===== src/core/ussu_params.svh =====
// Constants for the universal serial shift unit
`ifndef USSU_PARAMS_SVH
`define USSU_PARAMS_SVH
`define USSU_DATA_W 8
`define USSU_CNT_W 4
`define USSU_CNT_MAX 4'hF
`define USSU_DATA_RST 8'h00
`define USSU_CNT_RST 4'h0
`define USSU_CLK_SYS_NS 100
`define USSU_STRETCH_NS 100
`define USSU_STRETCH_CYC ((`USSU_STRETCH_NS + `USSU_CLK_SYS_NS - 1) / `USSU_CLK_SYS_NS)
`define USSU_BUF_DEPTH 2
`define USSU_CS_SW 2'h0
`define USSU_CS_TIMER 2'h1
`define USSU_CS_EXT 2'h2
`define USSU_WM_NONE 2'h0
`define USSU_WM_THREE 2'h1
`define USSU_WM_TWO 2'h2
`endif


===== src/core/ussu_pkg.sv =====
// Types for the universal serial shift unit
package ussu_pkg;
  // Control settings written by software
  typedef struct packed {
    logic [1:0] wire_mode;
    logic external_clock_select;
    logic clock_polarity_select;
    logic software_clock_strobe;
    logic clock_toggle_strobe;
  } ussu_ctrl_type;
  // Phase of the external clock relative to sampling
  typedef enum logic [0:0] {USSU_PH_SAMPLE, USSU_PH_SHIFT} ussu_phase_type;
endpackage


===== src/core/ussu_buf.sv =====
// Two-entry valid/ready buffer for received bytes
`timescale 1ns/100ps
`include "ussu_params.svh"
module ussu_buf (
  // Clock and reset
  input wire logic clk,
  input wire logic resetn,
  // Fill side
  input wire logic in_valid,
  output logic in_ready,
  input wire logic [`USSU_DATA_W-1:0] in_data,
  // Drain side
  output logic out_valid,
  input wire logic out_ready,
  output logic [`USSU_DATA_W-1:0] out_data
);
  logic [`USSU_DATA_W-1:0] mem_reg [0:`USSU_BUF_DEPTH-1]; // Storage
  logic [`USSU_DATA_W-1:0] mem_next [0:`USSU_BUF_DEPTH-1];
  logic wr_reg, wr_next, rd_reg, rd_next; // One-bit pointers, depth two
  logic [1:0] cnt_reg, cnt_next; // Fill level
  logic push, pop;
  // Handshakes and next state
  always_comb begin
    push = in_valid && in_ready;
    pop = out_valid && out_ready;
    mem_next = mem_reg;
    wr_next = wr_reg;
    rd_next = rd_reg;
    cnt_next = cnt_reg;
    if (push) begin
      mem_next[wr_reg] = in_data;
      wr_next = ~wr_reg;
    end
    if (pop) begin
      rd_next = ~rd_reg;
    end
    if (push && !pop) begin
      cnt_next = cnt_reg + 2'h1;
    end else if (pop && !push) begin
      cnt_next = cnt_reg - 2'h1;
    end
  end
  // Registers
  always_ff @(posedge clk or negedge resetn) begin
    if (!resetn) begin
      mem_reg[0] <= `USSU_DATA_RST;
      mem_reg[1] <= `USSU_DATA_RST;
      wr_reg <= 1'b0;
      rd_reg <= 1'b0;
      cnt_reg <= 2'h0;
    end else begin
      mem_reg <= mem_next;
      wr_reg <= wr_next;
      rd_reg <= rd_next;
      cnt_reg <= cnt_next;
    end
  end
  // Honest full and empty
  assign in_ready = (cnt_reg != 2'h2);
  assign out_valid = (cnt_reg != 2'h0);
  assign out_data = mem_reg[rd_reg];
endmodule


===== src/core/ussu_top.sv =====
// Universal serial shift unit: shift register, edge counter, clock select
// Notes on behaviour
// Eight-bit shift register, directly read and written
// Top bit routed to pin chosen by wire mode
// Latch delays output to opposite clock edge
// Input always sampled from serial input pin
// Four-bit counter readable, writable, overflow flag
// Shifter and counter share one clock source except in mixed mode
// External clock counts both edges
// Clock from pin, timer match, or strobe
// Three-wire mode like SPI modes 0/1
// Eight clock pulses exchange both registers
// Sixteen edges overflow, flag transfer complete
// Polarity select swaps sample and shift edges
// Toggle strobe toggles serial clock pin
// Far side loads data before first edge
// Far side zeroes counter before each byte
// Overflow flag can wake idle processor
// Master rate up to quarter system clock
// Status write clears flag and loads count
// Pin shifts, strobe counts in mixed mode
// Two-wire start interrupt, hold clock low
// Data write beats coincident shift
// Latch transparent first half external, always internal
// Counter wraps fifteen to zero, sets flag
// Serial clock pin synchronised before edge detect
`timescale 1ns/100ps
`include "ussu_params.svh"
module ussu_top
  import ussu_pkg::*;
(
  // Clock and reset
  input wire logic CLK_SYS,
  input wire logic RESETN,
  // Control settings
  input wire ussu_ctrl_type CTRL,
  input wire logic CTRL_WRITE,
  input wire logic TIMER_MATCH,
  // Data register access
  input wire logic DATA_WRITE,
  input wire logic [7:0] DATA_WDATA,
  output logic [7:0] DATA_RDATA,
  // Status access
  input wire logic STATUS_WRITE,
  input wire logic STATUS_WFLAG,
  input wire logic STATUS_WSTART,
  input wire logic [3:0] STATUS_WCOUNT,
  output logic [3:0] COUNT,
  output logic OVERFLOW_FLAG,
  output logic START_FLAG,
  output logic WAKE,
  // Received byte stream
  output logic RX_VALID,
  input wire logic RX_READY,
  output logic [7:0] RX_DATA,
  // Serial pins
  input wire logic SERIAL_IN_PIN,
  input wire logic SDA_IN,
  input wire logic SCK_IN,
  output logic SERIAL_OUT_PIN,
  output logic SDA_OUT,
  output logic SDA_OE,
  output logic SCK_OUT,
  output logic SCK_OE
);
  // Synchronisers: first stage feeds only the second
  logic sck_s1_reg, sck_s2_reg, sck_s3_reg;
  logic sin_s1_reg, sin_s2_reg;
  logic sda_s1_reg, sda_s2_reg, sda_s3_reg;
  // Core state
  logic [7:0] shift_data_reg, shift_data_next;
  logic [3:0] cnt_reg, cnt_next;
  logic count_overflow_flag_reg, count_overflow_flag_next;
  logic start_flag_reg, start_flag_next;
  logic latch_reg, latch_next; // Output latch
  logic sck_drv_reg, sck_drv_next; // Driven clock level
  logic hold_reg, hold_next; // Two-wire clock stretch
  logic sdi_reg, sdi_next; // Sampled input bit
  ussu_phase_type phase_reg, phase_next;
  logic byte_done_reg, byte_done_next; // Push request to buffer
  logic out_reg, sda_out_reg, sda_oe_reg, wake_reg;
  logic sck_out_reg; // Clock pin level, low while stretched
  logic buf_in_ready, buf_out_valid;
  logic [7:0] buf_out_data;
  logic rx_valid_reg, rx_ready_i;
  logic [7:0] rx_data_reg;
  // Derived strobes
  logic ext_sel, sck_rise, sck_fall, sample_edge, shift_edge, ext_edge;
  logic sw_clk, shift_en, count_en, wrap, start_det, latch_open;
  logic [4:0] cnt_sum;
  // Sampling of pins
  always_ff @(posedge CLK_SYS or negedge RESETN) begin
    if (!RESETN) begin
      sck_s1_reg <= 1'b0;
      sck_s2_reg <= 1'b0;
      sck_s3_reg <= 1'b0;
      sin_s1_reg <= 1'b0;
      sin_s2_reg <= 1'b0;
      sda_s1_reg <= 1'b1;
      sda_s2_reg <= 1'b1;
      sda_s3_reg <= 1'b1;
    end else begin
      sck_s1_reg <= SCK_IN;
      sck_s2_reg <= sck_s1_reg;
      sck_s3_reg <= sck_s2_reg;
      sin_s1_reg <= SERIAL_IN_PIN;
      sin_s2_reg <= sin_s1_reg;
      sda_s1_reg <= SDA_IN;
      sda_s2_reg <= sda_s1_reg;
      sda_s3_reg <= sda_s2_reg;
    end
  end
  // Clock source selection and edge classification
  always_comb begin
    ext_sel = CTRL.external_clock_select;
    sck_rise = sck_s2_reg && !sck_s3_reg;
    sck_fall = !sck_s2_reg && sck_s3_reg;
    ext_edge = sck_rise || sck_fall;
    // Polarity swaps which edge samples and which shifts
    sample_edge = CTRL.clock_polarity_select ? sck_fall : sck_rise;
    shift_edge = CTRL.clock_polarity_select ? sck_rise : sck_fall;
    sw_clk = CTRL_WRITE && CTRL.software_clock_strobe;
    // Internal sources shift once per event; external shifts on its shift edge
    if (ext_sel) begin
      shift_en = shift_edge;
      // Strobe counting with external shift clock
      count_en = CTRL.software_clock_strobe ? (CTRL_WRITE && CTRL.clock_toggle_strobe) : ext_edge;
    end else begin
      shift_en = CTRL.software_clock_strobe ? sw_clk : TIMER_MATCH;
      count_en = shift_en;
    end
    cnt_sum = {1'b0, cnt_reg} + 5'h01;
    wrap = count_en && (cnt_reg == `USSU_CNT_MAX);
    // Start: data falls while clock high, two-wire only
    start_det = (CTRL.wire_mode == `USSU_WM_TWO) && sck_s2_reg && !sda_s2_reg && sda_s3_reg;
    // Latch open in first half of external cycle, always for internal
    latch_open = !ext_sel || (phase_reg == USSU_PH_SAMPLE);
  end
  // Next values for shifter, counter, flags
  always_comb begin
    shift_data_next = shift_data_reg;
    cnt_next = cnt_reg;
    count_overflow_flag_next = count_overflow_flag_reg;
    start_flag_next = start_flag_reg;
    latch_next = latch_reg;
    sck_drv_next = sck_drv_reg;
    hold_next = hold_reg;
    sdi_next = sdi_reg;
    phase_next = phase_reg;
    byte_done_next = byte_done_reg && !buf_in_ready;
    // External sample edge captures input; internal sources sample at shift time
    if (ext_sel && sample_edge) begin
      sdi_next = sin_s2_reg;
      phase_next = USSU_PH_SHIFT;
    end
    if (ext_sel && shift_edge) begin
      phase_next = USSU_PH_SAMPLE;
    end
    // Software write wins over a coincident shift
    if (DATA_WRITE) begin
      shift_data_next = DATA_WDATA;
    end else if (shift_en) begin
      shift_data_next = {shift_data_reg[6:0], ext_sel ? sdi_reg : sin_s2_reg};
    end
    if (count_en) begin
      cnt_next = cnt_sum[3:0];
    end
    // Status write: flag clear and count load, set wins over clear
    if (STATUS_WRITE) begin
      cnt_next = STATUS_WCOUNT;
      if (STATUS_WFLAG) begin
        count_overflow_flag_next = 1'b0;
      end
      if (STATUS_WSTART) begin
        start_flag_next = 1'b0;
        hold_next = 1'b0;
      end
    end
    if (wrap) begin
      count_overflow_flag_next = 1'b1;
      byte_done_next = 1'b1;
      if (CTRL.wire_mode == `USSU_WM_TWO) begin
        hold_next = 1'b1;
      end
    end
    if (start_det) begin
      start_flag_next = 1'b1;
      hold_next = 1'b1;
    end
    // Release of overflow stretch when flag cleared
    if (STATUS_WRITE && STATUS_WFLAG && !wrap && !start_flag_reg && !start_det) begin
      hold_next = 1'b0;
    end
    if (latch_open) begin
      latch_next = shift_data_next[7];
    end
    if (CTRL_WRITE && CTRL.clock_toggle_strobe) begin
      sck_drv_next = ~sck_drv_reg;
    end
  end
  // Register the core state
  always_ff @(posedge CLK_SYS or negedge RESETN) begin
    if (!RESETN) begin
      shift_data_reg <= `USSU_DATA_RST;
      cnt_reg <= `USSU_CNT_RST;
      count_overflow_flag_reg <= 1'b0;
      start_flag_reg <= 1'b0;
      latch_reg <= 1'b0;
      sck_drv_reg <= 1'b0;
      hold_reg <= 1'b0;
      sdi_reg <= 1'b0;
      phase_reg <= USSU_PH_SAMPLE;
      byte_done_reg <= 1'b0;
    end else begin
      shift_data_reg <= shift_data_next;
      cnt_reg <= cnt_next;
      count_overflow_flag_reg <= count_overflow_flag_next;
      start_flag_reg <= start_flag_next;
      latch_reg <= latch_next;
      sck_drv_reg <= sck_drv_next;
      hold_reg <= hold_next;
      sdi_reg <= sdi_next;
      phase_reg <= phase_next;
      byte_done_reg <= byte_done_next;
    end
  end
  // Output pin routing by wire mode; two-wire pins are open drain
  always_ff @(posedge CLK_SYS or negedge RESETN) begin
    if (!RESETN) begin
      out_reg <= 1'b0;
      sda_out_reg <= 1'b0;
      sda_oe_reg <= 1'b0;
      wake_reg <= 1'b0;
      sck_out_reg <= 1'b0;
    end else begin
      out_reg <= (CTRL.wire_mode == `USSU_WM_THREE) ? latch_next : 1'b0;
      sda_out_reg <= 1'b0;
      sda_oe_reg <= (CTRL.wire_mode == `USSU_WM_TWO) && !latch_next;
      wake_reg <= count_overflow_flag_next || start_flag_next;
      // Registered from next values so the pin moves with the toggle
      sck_out_reg <= hold_next ? 1'b0 : sck_drv_next;
    end
  end
  // Received bytes queue so a reader three bytes behind loses nothing
  ussu_buf u_buf (
    .clk(CLK_SYS),
    .resetn(RESETN),
    .in_valid(byte_done_reg),
    .in_ready(buf_in_ready),
    .in_data(shift_data_reg),
    .out_valid(buf_out_valid),
    .out_ready(rx_ready_i),
    .out_data(buf_out_data)
  );
  // Registered output stage for the byte stream
  assign rx_ready_i = !rx_valid_reg || RX_READY;
  always_ff @(posedge CLK_SYS or negedge RESETN) begin
    if (!RESETN) begin
      rx_valid_reg <= 1'b0;
      rx_data_reg <= `USSU_DATA_RST;
    end else if (rx_ready_i) begin
      rx_valid_reg <= buf_out_valid;
      rx_data_reg <= buf_out_data;
    end
  end
  // Port drives, all from flip-flops
  assign DATA_RDATA = shift_data_reg;
  assign COUNT = cnt_reg;
  assign OVERFLOW_FLAG = count_overflow_flag_reg;
  assign START_FLAG = start_flag_reg;
  assign WAKE = wake_reg;
  assign RX_VALID = rx_valid_reg;
  assign RX_DATA = rx_data_reg;
  assign SERIAL_OUT_PIN = out_reg;
  assign SDA_OUT = sda_out_reg;
  assign SDA_OE = sda_oe_reg;
  assign SCK_OUT = sck_out_reg;
  assign SCK_OE = hold_reg;
  // A counting event at fifteen wraps the counter and brings overflow
  property p_wrap_sets_flag;
    @(posedge CLK_SYS) disable iff (!RESETN) wrap |=> count_overflow_flag_reg;
  endproperty
  a_wrap_sets_flag: assert property (p_wrap_sets_flag) else $error("overflow flag not set on wrap");
  property p_wrap_zero;
    @(posedge CLK_SYS) disable iff (!RESETN) (wrap && !STATUS_WRITE) |=> (cnt_reg == 4'h0);
  endproperty
  a_wrap_zero: assert property (p_wrap_zero) else $error("counter did not wrap to zero");
  property p_clear;
    @(posedge CLK_SYS) disable iff (!RESETN)
      (STATUS_WRITE && STATUS_WFLAG && STATUS_WCOUNT == 4'h0 && !wrap) |=> (!count_overflow_flag_reg && cnt_reg == 4'h0);
  endproperty
  a_clear: assert property (p_clear) else $error("status write did not clear");
  property p_write_wins;
    @(posedge CLK_SYS) disable iff (!RESETN) DATA_WRITE |=> (shift_data_reg == $past(DATA_WDATA));
  endproperty
  a_write_wins: assert property (p_write_wins) else $error("data write lost");
  property p_shift;
    @(posedge CLK_SYS) disable iff (!RESETN)
      (shift_en && !DATA_WRITE) |=> (shift_data_reg[7:1] == $past(shift_data_reg[6:0]));
  endproperty
  a_shift: assert property (p_shift) else $error("shift did not move data left");
  property p_ext_count;
    @(posedge CLK_SYS) disable iff (!RESETN)
      (ext_sel && !CTRL.software_clock_strobe && ext_edge && !STATUS_WRITE) |=> (cnt_reg == $past(cnt_reg) + 4'h1);
  endproperty
  a_ext_count: assert property (p_ext_count) else $error("edge not counted");
  property p_toggle;
    @(posedge CLK_SYS) disable iff (!RESETN) (CTRL_WRITE && CTRL.clock_toggle_strobe) |=> (sck_drv_reg != $past(sck_drv_reg));
  endproperty
  a_toggle: assert property (p_toggle) else $error("clock pin did not toggle");
  property p_latch_hold;
    @(posedge CLK_SYS) disable iff (!RESETN) !latch_open |=> $stable(latch_reg);
  endproperty
  a_latch_hold: assert property (p_latch_hold) else $error("closed latch changed");
  property p_start_hold;
    @(posedge CLK_SYS) disable iff (!RESETN) start_det |=> (start_flag_reg && SCK_OE && !SCK_OUT);
  endproperty
  a_start_hold: assert property (p_start_hold) else $error("start not flagged or clock not held");
  property p_out_route;
    @(posedge CLK_SYS) disable iff (!RESETN) (CTRL.wire_mode == `USSU_WM_THREE) |=> (SERIAL_OUT_PIN == latch_reg);
  endproperty
  a_out_route: assert property (p_out_route) else $error("output pin not from latch");
endmodule


===== config.mk =====
export PLATFORM = sky130hd
export DESIGN_NAME = ussu_top
export DESIGN_NICKNAME = d
export VERILOG_FILES = /design/src/core/ussu_pkg.sv /design/src/core/ussu_buf.sv /design/src/core/ussu_top.sv
export VERILOG_INCLUDE_DIRS = /design/src /design/src/core
export SDC_FILE = /design/constraint.sdc
export NUM_CORES = 1
export LEC_CHECK = 0
export BUFFER_PORTS_ARGS = -buffer_cell sky130_fd_sc_hd__buf_2
export CORE_ASPECT_RATIO = 0.6
export CORE_MARGIN = 5
export CORE_UTILIZATION = 30
export CTS_CLUSTER_DIAMETER = 150
export DETAILED_ROUTE_END_ITERATION = 12
export GPL_TIMING_DRIVEN = 0
export SETUP_SLACK_MARGIN = 0.02
export SLEW_MARGIN = 20
export SYNTH_ARGS = -nofsm -noshare
export SYNTH_HDL_FRONTEND = slang
export SYNTH_SLANG_ARGS = --single-unit

===== constraint.sdc =====
create_clock -name CLK_SYS -period 2.1 [get_ports CLK_SYS]
set_clock_uncertainty 0.1 [all_clocks]
set_input_delay 0.315 -clock CLK_SYS [delete_from_list [all_inputs] [get_ports CLK_SYS]]
set_output_delay 0.315 -clock CLK_SYS [all_outputs]
set_load 0.01 [all_outputs]

==> results.py, run 1 <==
metrics = {
    "timing": {
        "max_freq_mhz": 516.0,
        "rsz0062_at_grt": "no",
        "fin_tns_setup_ps": 0,
        "fin_crit_sh": 0.9228,
        "worstMarginPinSlew_ps": 885.4,
        "hold_viol": 19,
        "maxSlewHeadroom": 0.4047,
        "maxSlewViolCount": 0,
        "period_needed_ps": 1938,
        "holdWs_ps": -31.52,
        "setup_viol": 0,
    },
    "setup_path": {
        "slowest_stage": "or4_1",
        "worst-r2r-cell-count": 6,
        "start_kind": "flop",
        "slowest_delay_ps": 570,
        "regToRegSetupSlack_ps": 160,
        "path_max_fanout": 8,
        "cp.required_ps": 2210,
        "worstPathArrival_ps": 2050,
        "cp_cell_sequence": "inv_1 -> ha_1 -> nand2b_1 -> a21boi_1 -> or4_1 -> and3_1",
        "path_class": "flop to flop",
        "endpoint_kind": "flop",
    },
    "placed_design": {
        "globalplace.congestion": 0.7828,
        "dp_hpwl_mm": 4.084,
        "io_buffers": 55,
    },
    "logic_synthesis": {
        "synth_nets": 255,
        "yosysUniqueCellTypes": 44,
        "synth_largest_area_cell": "dfrtp_1",
        "synth_warnings": 0,
        "synth_ff_type": "dfrtp_1",
        "synth_area_leaders": "dfrtp_1, mux2_2, mux2i_1",
        "synth.top_cell.area_share": 0.5479,
        "postSynthAreaPerCell_um2": 11.99,
        "synth_edf_count": 0,
        "synthCells": 221,
        "seq_area_frac_synth": 0.5777,
        "async_flop_share": 1.000,
        "synth_area_mm2": 0.002649,
        "ys_ff_latch": 61,
    },
    "drt": {
        "wl_per_cell_um": 14.00,
        "vias": 1845,
        "antenna_left": 0,
        "routed_wirelength_mm": 5.712,
        "drcViolationCount": 0,
        "first_pass_iters": 4,
        "vias_per_cell": 4.522,
        "drt_iter0_drc": 91,
    },
    "floorplan": {
        "fp.dieH_um": 82.79,
        "die_w_um": 131.3,
        "start_util": 0.3096,
        "dieArea_mm2": 0.01087,
        "io_pins": 59,
        "rows": 26,
        "core_mm2": 0.008556,
    },
    "cts": {
        "cts_buffers": 9,
        "h-tree-depth": 3,
        "clock-sinks": 61,
        "cts_tree": "done",
        "cts_root_buf": "clkbuf_16",
        "ctsLongestPathBuffers": 2,
        "clkTransAtPathRegs_ps": 50,
        "clk_latency_ps": 320,
    },
    "final_layout": {
        "layout-drive-gt1-share": 0.3412,
        "largest_reg_flops": 16,
        "fill_cells": 846,
        "syn2layout_area_growth_pct": 29.38,
        "nNetsFinal": 326,
        "num_antenna_cells": 0,
    },
    "grt": {
        "grt_first_pass_wirelength_mm": 9.356,
        "grt_pass1_vias": 1862,
        "track_usage": 0.1124,
        "antenna_found_initial": 0,
        "grt_max_degree": 62,
        "grt_overflow": 0,
    },
    "status": {
        "violations": "hold timing",
        "status": "finished, violations left",
    },
    "power": {
        "p_leak_nw": 1.674,
        "power_density_mw_per_mm2": 1217,
        "vdd_drop_max_mv": 0.4268,
    },
    "worst_hold_path": {
        "hold_class": "primary input to asynchronous set/reset pin",
    },
    "flow_run": {
        "drv_cap": 0,
    },
}
metal layers:
| metal | up-vias | wire length, um | GRT usage |
|---|---|---|---|
| met1 | 884 | 2938 | 0.1522 |
| met2 | 37 | 2381 | 0.1559 |
| li1 | 916 | - | - |
| met5 | - | 0 | 0 |
| met4 | 0 | 70 | 0.04312 |
| met3 | 8 | 321 | 0.05181 |
critical path, delay by kind of cell, from the launching register on:
kind | cells | cell delay, ps
AOI/OAI and AO/OA | 1 | 160
adders and majority gates | 1 | 280
DFF | 1 | 390
and+or+nand+nor | 3 | 840
buffers and inverters | 1 | 60
worst paths after layout:
kind / end / startpoint
worst max-delay path: SCK_OUT$_DFF_PN0_ / sck_s2_reg$_DFF_PN0_
worst min-delay path: sck_drv_reg$_DFF_PN0_ / RESETN
worst max register to register: SCK_OUT$_DFF_PN0_ / sck_s2_reg$_DFF_PN0_
worst min register to register: sin_s2_reg$_DFF_PN0_ / sin_s1_reg$_DFF_PN0_
max in group asynchronous: RX_VALID$_DFFE_PN0N_ / RESETN
min in group CLK_SYS: DATA_RDATA[5]$_DFFE_PN0P_ / DATA_WDATA[5]
cell usage in the layout (no fill, tap or decap), types with 2 or more instances in the layout:
cell,count
dfrtp_1,58
buf_2,55
nand2_1,25
o21ai_0,19
mux2_2,19
mux2i_1,16
inv_1,10
clkbuf_16,9
nor2_1,7
clkbuf_1,6
nor2b_1,5
nand3_1,4
a21oi_1,4
ha_1,4
buf_4,4
o31ai_1,3
xnor2_1,3
or4_1,3
dlygate4sd3_1,3
dfstp_2,3
nand2b_1,2
or2b_1,2
o211ai_1,2
a31oi_1,2
xor2_1,2
bufinv_16,2
power by group:
| group | switching [W] | internal (W) | total [W] |
|---|---|---|---|
| Clock | 0.000493 | 0.00106 | 0.00155 |
| Sequential | 0.000193 | 0.00151 | 0.00171 |
| Combinational | 0.000456 | 0.000454 | 0.000911 |
cell usage after synthesis (2+ instances only):
cell       n
xnor2_1    3
inv_1     10
o31ai_1    3
mux2i_1   16
nand2b_1   2
or4_1      3
or2b_1     2
ha_1       4
a31oi_1    2
nor2b_1    5
dfstp_2    3
mux2_2    19
nor2_1     7
xor2_1     2
o211ai_1   2
clkbuf_1   5
dfrtp_1   58
a21oi_1    4
nand2_1   25
o21ai_0   19
nand3_1    4
area by class of cell:
class | count | area (um^2) | area share
Multi-Input combinational cell | 142 | 1039 | 0.3030
Timing Repair Buffer | 60 | 322.8 | 0.09419
Tap cell | 112 | 140.1 | 0.04089
Inverter | 10 | 37.54 | 0.01095
Buffer | 8 | 42.54 | 0.01241
Clock buffer | 11 | 242.7 | 0.07083
Clock inverter | 4 | 72.57 | 0.02118
Sequential cell | 61 | 1530 | 0.4465
timing repair:
item                                    4_1_cts  5_1_grt
hold buffers                                  3        0
buffers inserted                              0        2
endpoints found under the setup margin        0        1
gates resized for setup                       0        0
endpoints found under the hold margin         3        0
logic make-up (layout without fill, tap and decap cells):
logic type      after synthesis  in the layout  synth area share
other cells                   1              1          0.001416
fa+ha+maj                     4              4           0.01890
mux                          38             38            0.1606
xor+xnor                      5              5           0.01654
compound gates               38             38           0.09023
buf+inv                      18             93           0.03023
flops                        61             61            0.5777
simple gates                 56             56            0.1044
per-stage QoR:
stage | cell area, um^2 | instances | setup slack [ps] | power [W] | util
final | 3427 | 408 | 162.1 | 0.004169 | 0.4006
after global routing | 3427 | 408 | 21.82 | 0.004439 | 0.4006
after CTS | 3412 | 406 | 80.14 | 0.004232 | 0.3988
after detailed placement | 3067 | 388 | 93.33 | 0.002643 | 0.3584
after global placement | 3064 | 388 | 104.6 | 0.002597 | 0.3581
after floorplan | 2649 | 221 | 283.3 | 0.002295 | -
(Power assumes the default switching activity.)
==> run 2, diff against run 1 <==
- ABC_AREA: unset -> 1
==> results.py, run 2 <==
metrics = {
    "logic_synthesis": {
        "seq_area_frac_synth": 0.5761,
        "synth_area_mm2": 0.002656,
        "synth_warnings": 0,
        "postSynthAreaPerCell_um2": 9.191,
        "ys_ff_latch": 61,
        "synth_most_common_cell": "nand2_1",
        "async_flop_share": 1.000,
        "netlist_top_cells_count": "nand2_1, dfrtp_1, inv_1, nand3_1, nor2_1",
        "synth_nets": 323,
        "synth_ff_type": "dfrtp_1",
        "synth.top_cell.area_share": 0.5464,
        "synth_largest_area_cell": "dfrtp_1",
        "synth_area_leaders": "dfrtp_1, nand2_1, inv_1",
        "yosysUniqueCellTypes": 31,
        "synth_edf_count": 0,
        "synthCells": 289,
    },
    "status": {
        "status": "completed",
    },
    "final_layout": {
        "syn2layout_area_growth_pct": 28.64,
        "regArea_mm2": 0.001530,
        "nNetsFinal": 393,
        "final_common_cell": "nand2_1",
        "num_antenna_cells": 0,
        "finalInstanceArea_mm2": 0.003417,
        "fill_cells": 884,
        "multi_input_area_um2": 943.4,
        "layout-drive-gt1-share": 0.2645,
        "largest_reg_flops": 16,
        "most-common-layout-cells": "nand2_1, dfrtp_1, buf_2",
    },
    "grt": {
        "grt_pass1_vias": 2220,
        "grt_first_pass_wirelength_mm": 10.79,
        "grt_max_degree": 62,
        "antenna_found_initial": 0,
        "track_usage": 0.1227,
        "grt_overflow": 0,
    },
    "drt": {
        "drcViolationCount": 0,
        "vias": 2120,
        "wl_per_cell_um": 13.15,
        "drt_iter0_drc": 142,
        "first_pass_iters": 4,
        "antenna_left": 0,
        "vias_per_cell": 4.463,
        "routed_wirelength_mm": 6.248,
    },
    "floorplan": {
        "core_mm2": 0.008556,
        "io_pins": 59,
        "die_w_um": 131.5,
        "rows": 26,
        "dieArea_mm2": 0.01090,
        "start_util": 0.3105,
        "fp.dieH_um": 82.89,
    },
    "timing": {
        "fin_tns_setup_ps": 0,
        "fin_crit_sh": 0.8294,
        "worstMarginPinSlew_ps": 771.9,
        "setup_viol": 0,
        "period_needed_ps": 1742,
        "maxSlewHeadroom": 0.4854,
        "maxSlewViolCount": 0,
        "rsz0062_at_grt": "no",
        "max_freq_mhz": 574.1,
        "hold_viol": 0,
    },
    "setup_path": {
        "setup.worst_path.start": "RX_VALID$_DFFE_PN0N_",
        "path_max_fanout": 9,
        "endpoint_kind": "flop",
        "worstPathArrival_ps": 1850,
        "path_class": "flop to flop",
        "worst-r2r-cell-count": 6,
        "cp.required_ps": 2210,
        "timing.rr.start": "RX_VALID$_DFFE_PN0N_",
        "start_kind": "flop",
    },
    "cts": {
        "clk_latency_ps": 320,
        "clock-sinks": 61,
        "cts_tree": "done",
        "clkTransAtPathRegs_ps": 50,
        "cts_root_buf": "clkbuf_16",
        "cts_buffers": 9,
        "ctsLongestPathBuffers": 2,
        "h-tree-depth": 3,
    },
    "power": {
        "power_density_mw_per_mm2": 1234,
        "vdd_drop_max_mv": 0.4889,
        "p_leak_nw": 1.749,
    },
    "worst_hold_path": {
        "holdPathStages": 3,
        "min-delay-start": "DATA_WDATA[3]",
        "hold_class": "primary input to flop",
    },
    "placed_design": {
        "dp_hpwl_mm": 4.618,
        "place_area_mm2": 0.003074,
        "io_buffers": 55,
        "globalplace.congestion": 0.7799,
    },
    "flow_run": {
        "drv_cap": 0,
    },
}
==> run 2: layout make-up <==
type | instances | share of cell area
tap | 112 | 0.04101
multi-input combinational | 187 | 0.2761
inverter | 32 | 0.03515
sequential | 61 | 0.4478
timing repair buffer | 59 | 0.09301
buffer | 9 | 0.01904
clock buffer | 11 | 0.07397
clock inverter | 4 | 0.01391
==> run 2: worst paths after layout <==
check	to	slack, ps
setup / recovery	u_buf.cnt_reg[1]$_DFFE_PN0P_	360
hold / removal	DATA_RDATA[3]$_DFFE_PN0P_	130
setup reg to reg	u_buf.cnt_reg[1]$_DFFE_PN0P_	360
hold reg to reg	sck_s2_reg$_DFF_PN0_	250
max in group asynchronous	sck_s2_reg$_DFF_PN0_	880
min in group asynchronous	RX_DATA[4]$_DFFE_PN0N_	510
==> run 2: timing repair <==
item,4_1_cts,5_1_grt
endpoints found under the hold margin,47,0
endpoints found under the setup margin,0,1
setup buffers,0,0
hold buffers,4,0
resized for setup,0,1
==> run 2: cell families after synthesis <==
logic type               Yosys count  share of synthesized area
buffers and inverters             41                    0.06971
AO/OA/AOI/OAI                     44                     0.1079
adder cells (fa/ha/maj)            4                    0.01884
flip-flops                        61                     0.5761
XOR/XNOR                           4                    0.01319
AND/OR/NAND/NOR                  134                     0.2129
other                              1                   0.001412
==> run 2: where the power goes <==
group	internal [W]	switching [W]
clock network	0.000970	0.000490
logic	0.000416	0.000592
registers	0.00154	0.000212
==> run 2: metrics by stage <==
step                      instances  worst slack (ps)  utilization  total power (W)  hold WS, ps
final                           475             358.3       0.3994         0.004217        127.5
after detailed placement        456             178.8       0.3593         0.002783        236.5
after CTS                       475             188.8       0.3991         0.004287        114.9
after global placement          456             209.6       0.3590         0.002741        232.1
after floorplan                 289             425.5            -         0.002396       -80.59
after global routing            475             158.6       0.3994         0.004512        122.8
==> run 2: metal layers <==
metal	global-route usage	vias up	share of wire
li1	-	1076	-
met5	0	-	0
met2	0.1736	54	0.41
met3	0.05918	7	0.077
met4	0.03455	0	0.011
met1	0.1665	983	0.50
==> run 2: worst max-delay path, stage by stage, from the launching register on <==
cell	delay (ps)
dfrtp_1	380
nand2_2	190
o21ai_0	210
ha_1	370
a21oi_1	110
o21ai_0	120
xnor2_1	140
==> run 3, diff against run 2 <==
- clock period: 2.1 -> 1.5 ns (I/O delays scaled with it)
==> results.py, run 3 (synthesis gave the netlist of run 2 again) <==
metrics = {
    "placed_design": {
        "place_area_mm2": 0.003080,
        "pre_cts_ws_ps": -171.5,
        "dp_hpwl_mm": 4.613,
        "io_buffers": 55,
        "globalplace.congestion": 0.7529,
        "placed_cells": 456,
    },
    "final_layout": {
        "final_core_util": 0.4264,
        "largest_reg_flops": 16,
        "most-common-layout-cells": "nand2_1, buf_2, dfrtp_1",
        "final_common_cell": "nand2_1",
        "finalInstanceArea_mm2": 0.003649,
        "nNetsFinal": 403,
        "layout-drive-gt1-share": 0.3610,
        "fin_cells": 486,
        "num_antenna_cells": 0,
        "syn2layout_area_growth_pct": 37.35,
    },
    "floorplan": {
        "die_w_um": 131.5,
        "fp.dieH_um": 82.89,
        "rows": 26,
        "io_pins": 59,
        "core_mm2": 0.008556,
        "start_util": 0.3105,
        "dieArea_mm2": 0.01090,
    },
    "timing": {
        "rsz0062_at_grt": "yes",
        "setup_viol": 1,
        "max_freq_mhz": 665.4,
        "fin_tns_setup_ps": -2.800,
        "worstMarginPinSlew_ps": 764.1,
        "fin_crit_sh": 1.002,
        "period_needed_ps": 1503,
        "maxSlewViolCount": 0,
        "setup_ws_ps": -2.800,
        "hold_viol": 0,
        "maxSlewHeadroom": 0.4906,
    },
    "setup_path": {
        "path_max_fanout": 7,
        "path_class": "flop to flop",
        "cp.required_ps": 1630,
        "crit_buf_inv": 3,
        "slowest_stage": "dfrtp_1",
        "endpoint_kind": "flop",
        "worstPathArrival_ps": 1640,
        "worst_path_most_repeated_cell": "nand3_4",
        "path_delay_family": "flip-flops",
        "cp_cell_sequence": "buf_6 -> ha_4 -> inv_2 -> nand2_2 -> nand3_4 -> buf_4 -> nand3_4 -> o211ai_1",
        "slowest_delay_ps": 400,
        "start_kind": "flop",
    },
    "grt": {
        "antenna_found_initial": 0,
        "grt_max_degree": 62,
        "track_usage": 0.1245,
        "grt_overflow": 0,
        "grt_first_pass_wirelength_mm": 10.91,
        "grt_pass1_vias": 2203,
    },
    "status": {
        "violations": "setup timing",
        "status": "finished, violations left",
    },
    "flow_run": {
        "drv_cap": 0,
    },
    "cts": {
        "clock-sinks": 61,
        "cts_tree": "done",
        "clkTransAtPathRegs_ps": 50,
        "h-tree-depth": 3,
        "ctsLongestPathBuffers": 2,
        "cts_buffers": 9,
        "cts_root_buf": "clkbuf_16",
        "clk_latency_ps": 320,
    },
    "drt": {
        "first_pass_iters": 4,
        "wl_per_cell_um": 13.36,
        "vias_per_cell": 4.459,
        "drcViolationCount": 0,
        "routed_wirelength_mm": 6.494,
        "vias": 2167,
        "antenna_left": 0,
        "drt_iter0_drc": 130,
    },
    "worst_hold_path": {
        "hold_class": "primary input to flop",
    },
    "power": {
        "p_leak_nw": 1.815,
        "power_density_mw_per_mm2": 1664,
        "vdd_drop_max_mv": 0.5925,
    },
}
## run 3: cell count changes in the layout (fill, tap and decap cells not counted), moves of 5 or more
cell / previous run / this run
inv_2: 1 / 6
buf_4: 2 / 10
inv_1: 30 / 25
nand2_1: 76 / 70
nand3_1: 22 / 16
## run 3: worst min-delay path, stage by stage
cell      delay, ps
buf_2            80
nand2_1          40
o211ai_1         70
## run 3: cell type report
class,instances,area (um^2)
inverter,32,120.1
fill,836,4907
buffer,9,65.06
clock buffer,9,225.2
tap,112,140.1
timing repair buffer,69,400.4
sequential,61,1533
multi-input combinational,187,1099
clock inverter,7,66.31
## run 3: through the flow
step	hold slack (ps)	power, W
final	33.27	0.006071
after global routing	30.39	0.006492
after CTS	17.70	0.006047
after detailed placement	231.2	0.003920
after global placement	231.3	0.003857
after floorplan	-170.6	0.003373
## run 3: power by group
group / internal (W) / switching (W)
registers: 0.00216 / 0.000354
clock network: 0.00127 / 0.000709
logic: 0.000703 / 0.000873
total: 0.00413 / 0.00194
## run 3: path summary, 6_finish.rpt
path                                      start                            to  slack (ps)  depth (start not counted)
hold reg to reg            sck_s1_reg$_DFF_PN0_          sck_s2_reg$_DFF_PN0_         250                          0
setup / recovery           sck_s2_reg$_DFF_PN0_     DATA_RDATA[1]$_DFFE_PN0P_          -3                          8
max in group asynchronous                RESETN  u_buf.cnt_reg[1]$_DFFE_PN0P_         350                          2
hold / removal                    DATA_WDATA[6]     DATA_RDATA[6]$_DFFE_PN0P_          30                          3
min in group asynchronous                RESETN        RX_DATA[7]$_DFFE_PN0N_         410                          2
setup reg to reg           sck_s2_reg$_DFF_PN0_     DATA_RDATA[1]$_DFFE_PN0P_          -3                          8
## run 3: timing repair
action,in CTS,in global routing
setup endpoints to repair,17,29
setup buffers,6,4
hold buffers,4,0
endpoints found under the hold margin,61,0
pin swaps,1,12
gates resized for setup,11,27
## run 3: per-layer routing
layer,vias to the layer above,track usage,routed length [um]
met3,5,0.05374,373
li1,1107,-,-
met5,-,0,0
met4,0,0.04482,44
met1,1016,0.1758,3301
met2,39,0.1680,2774
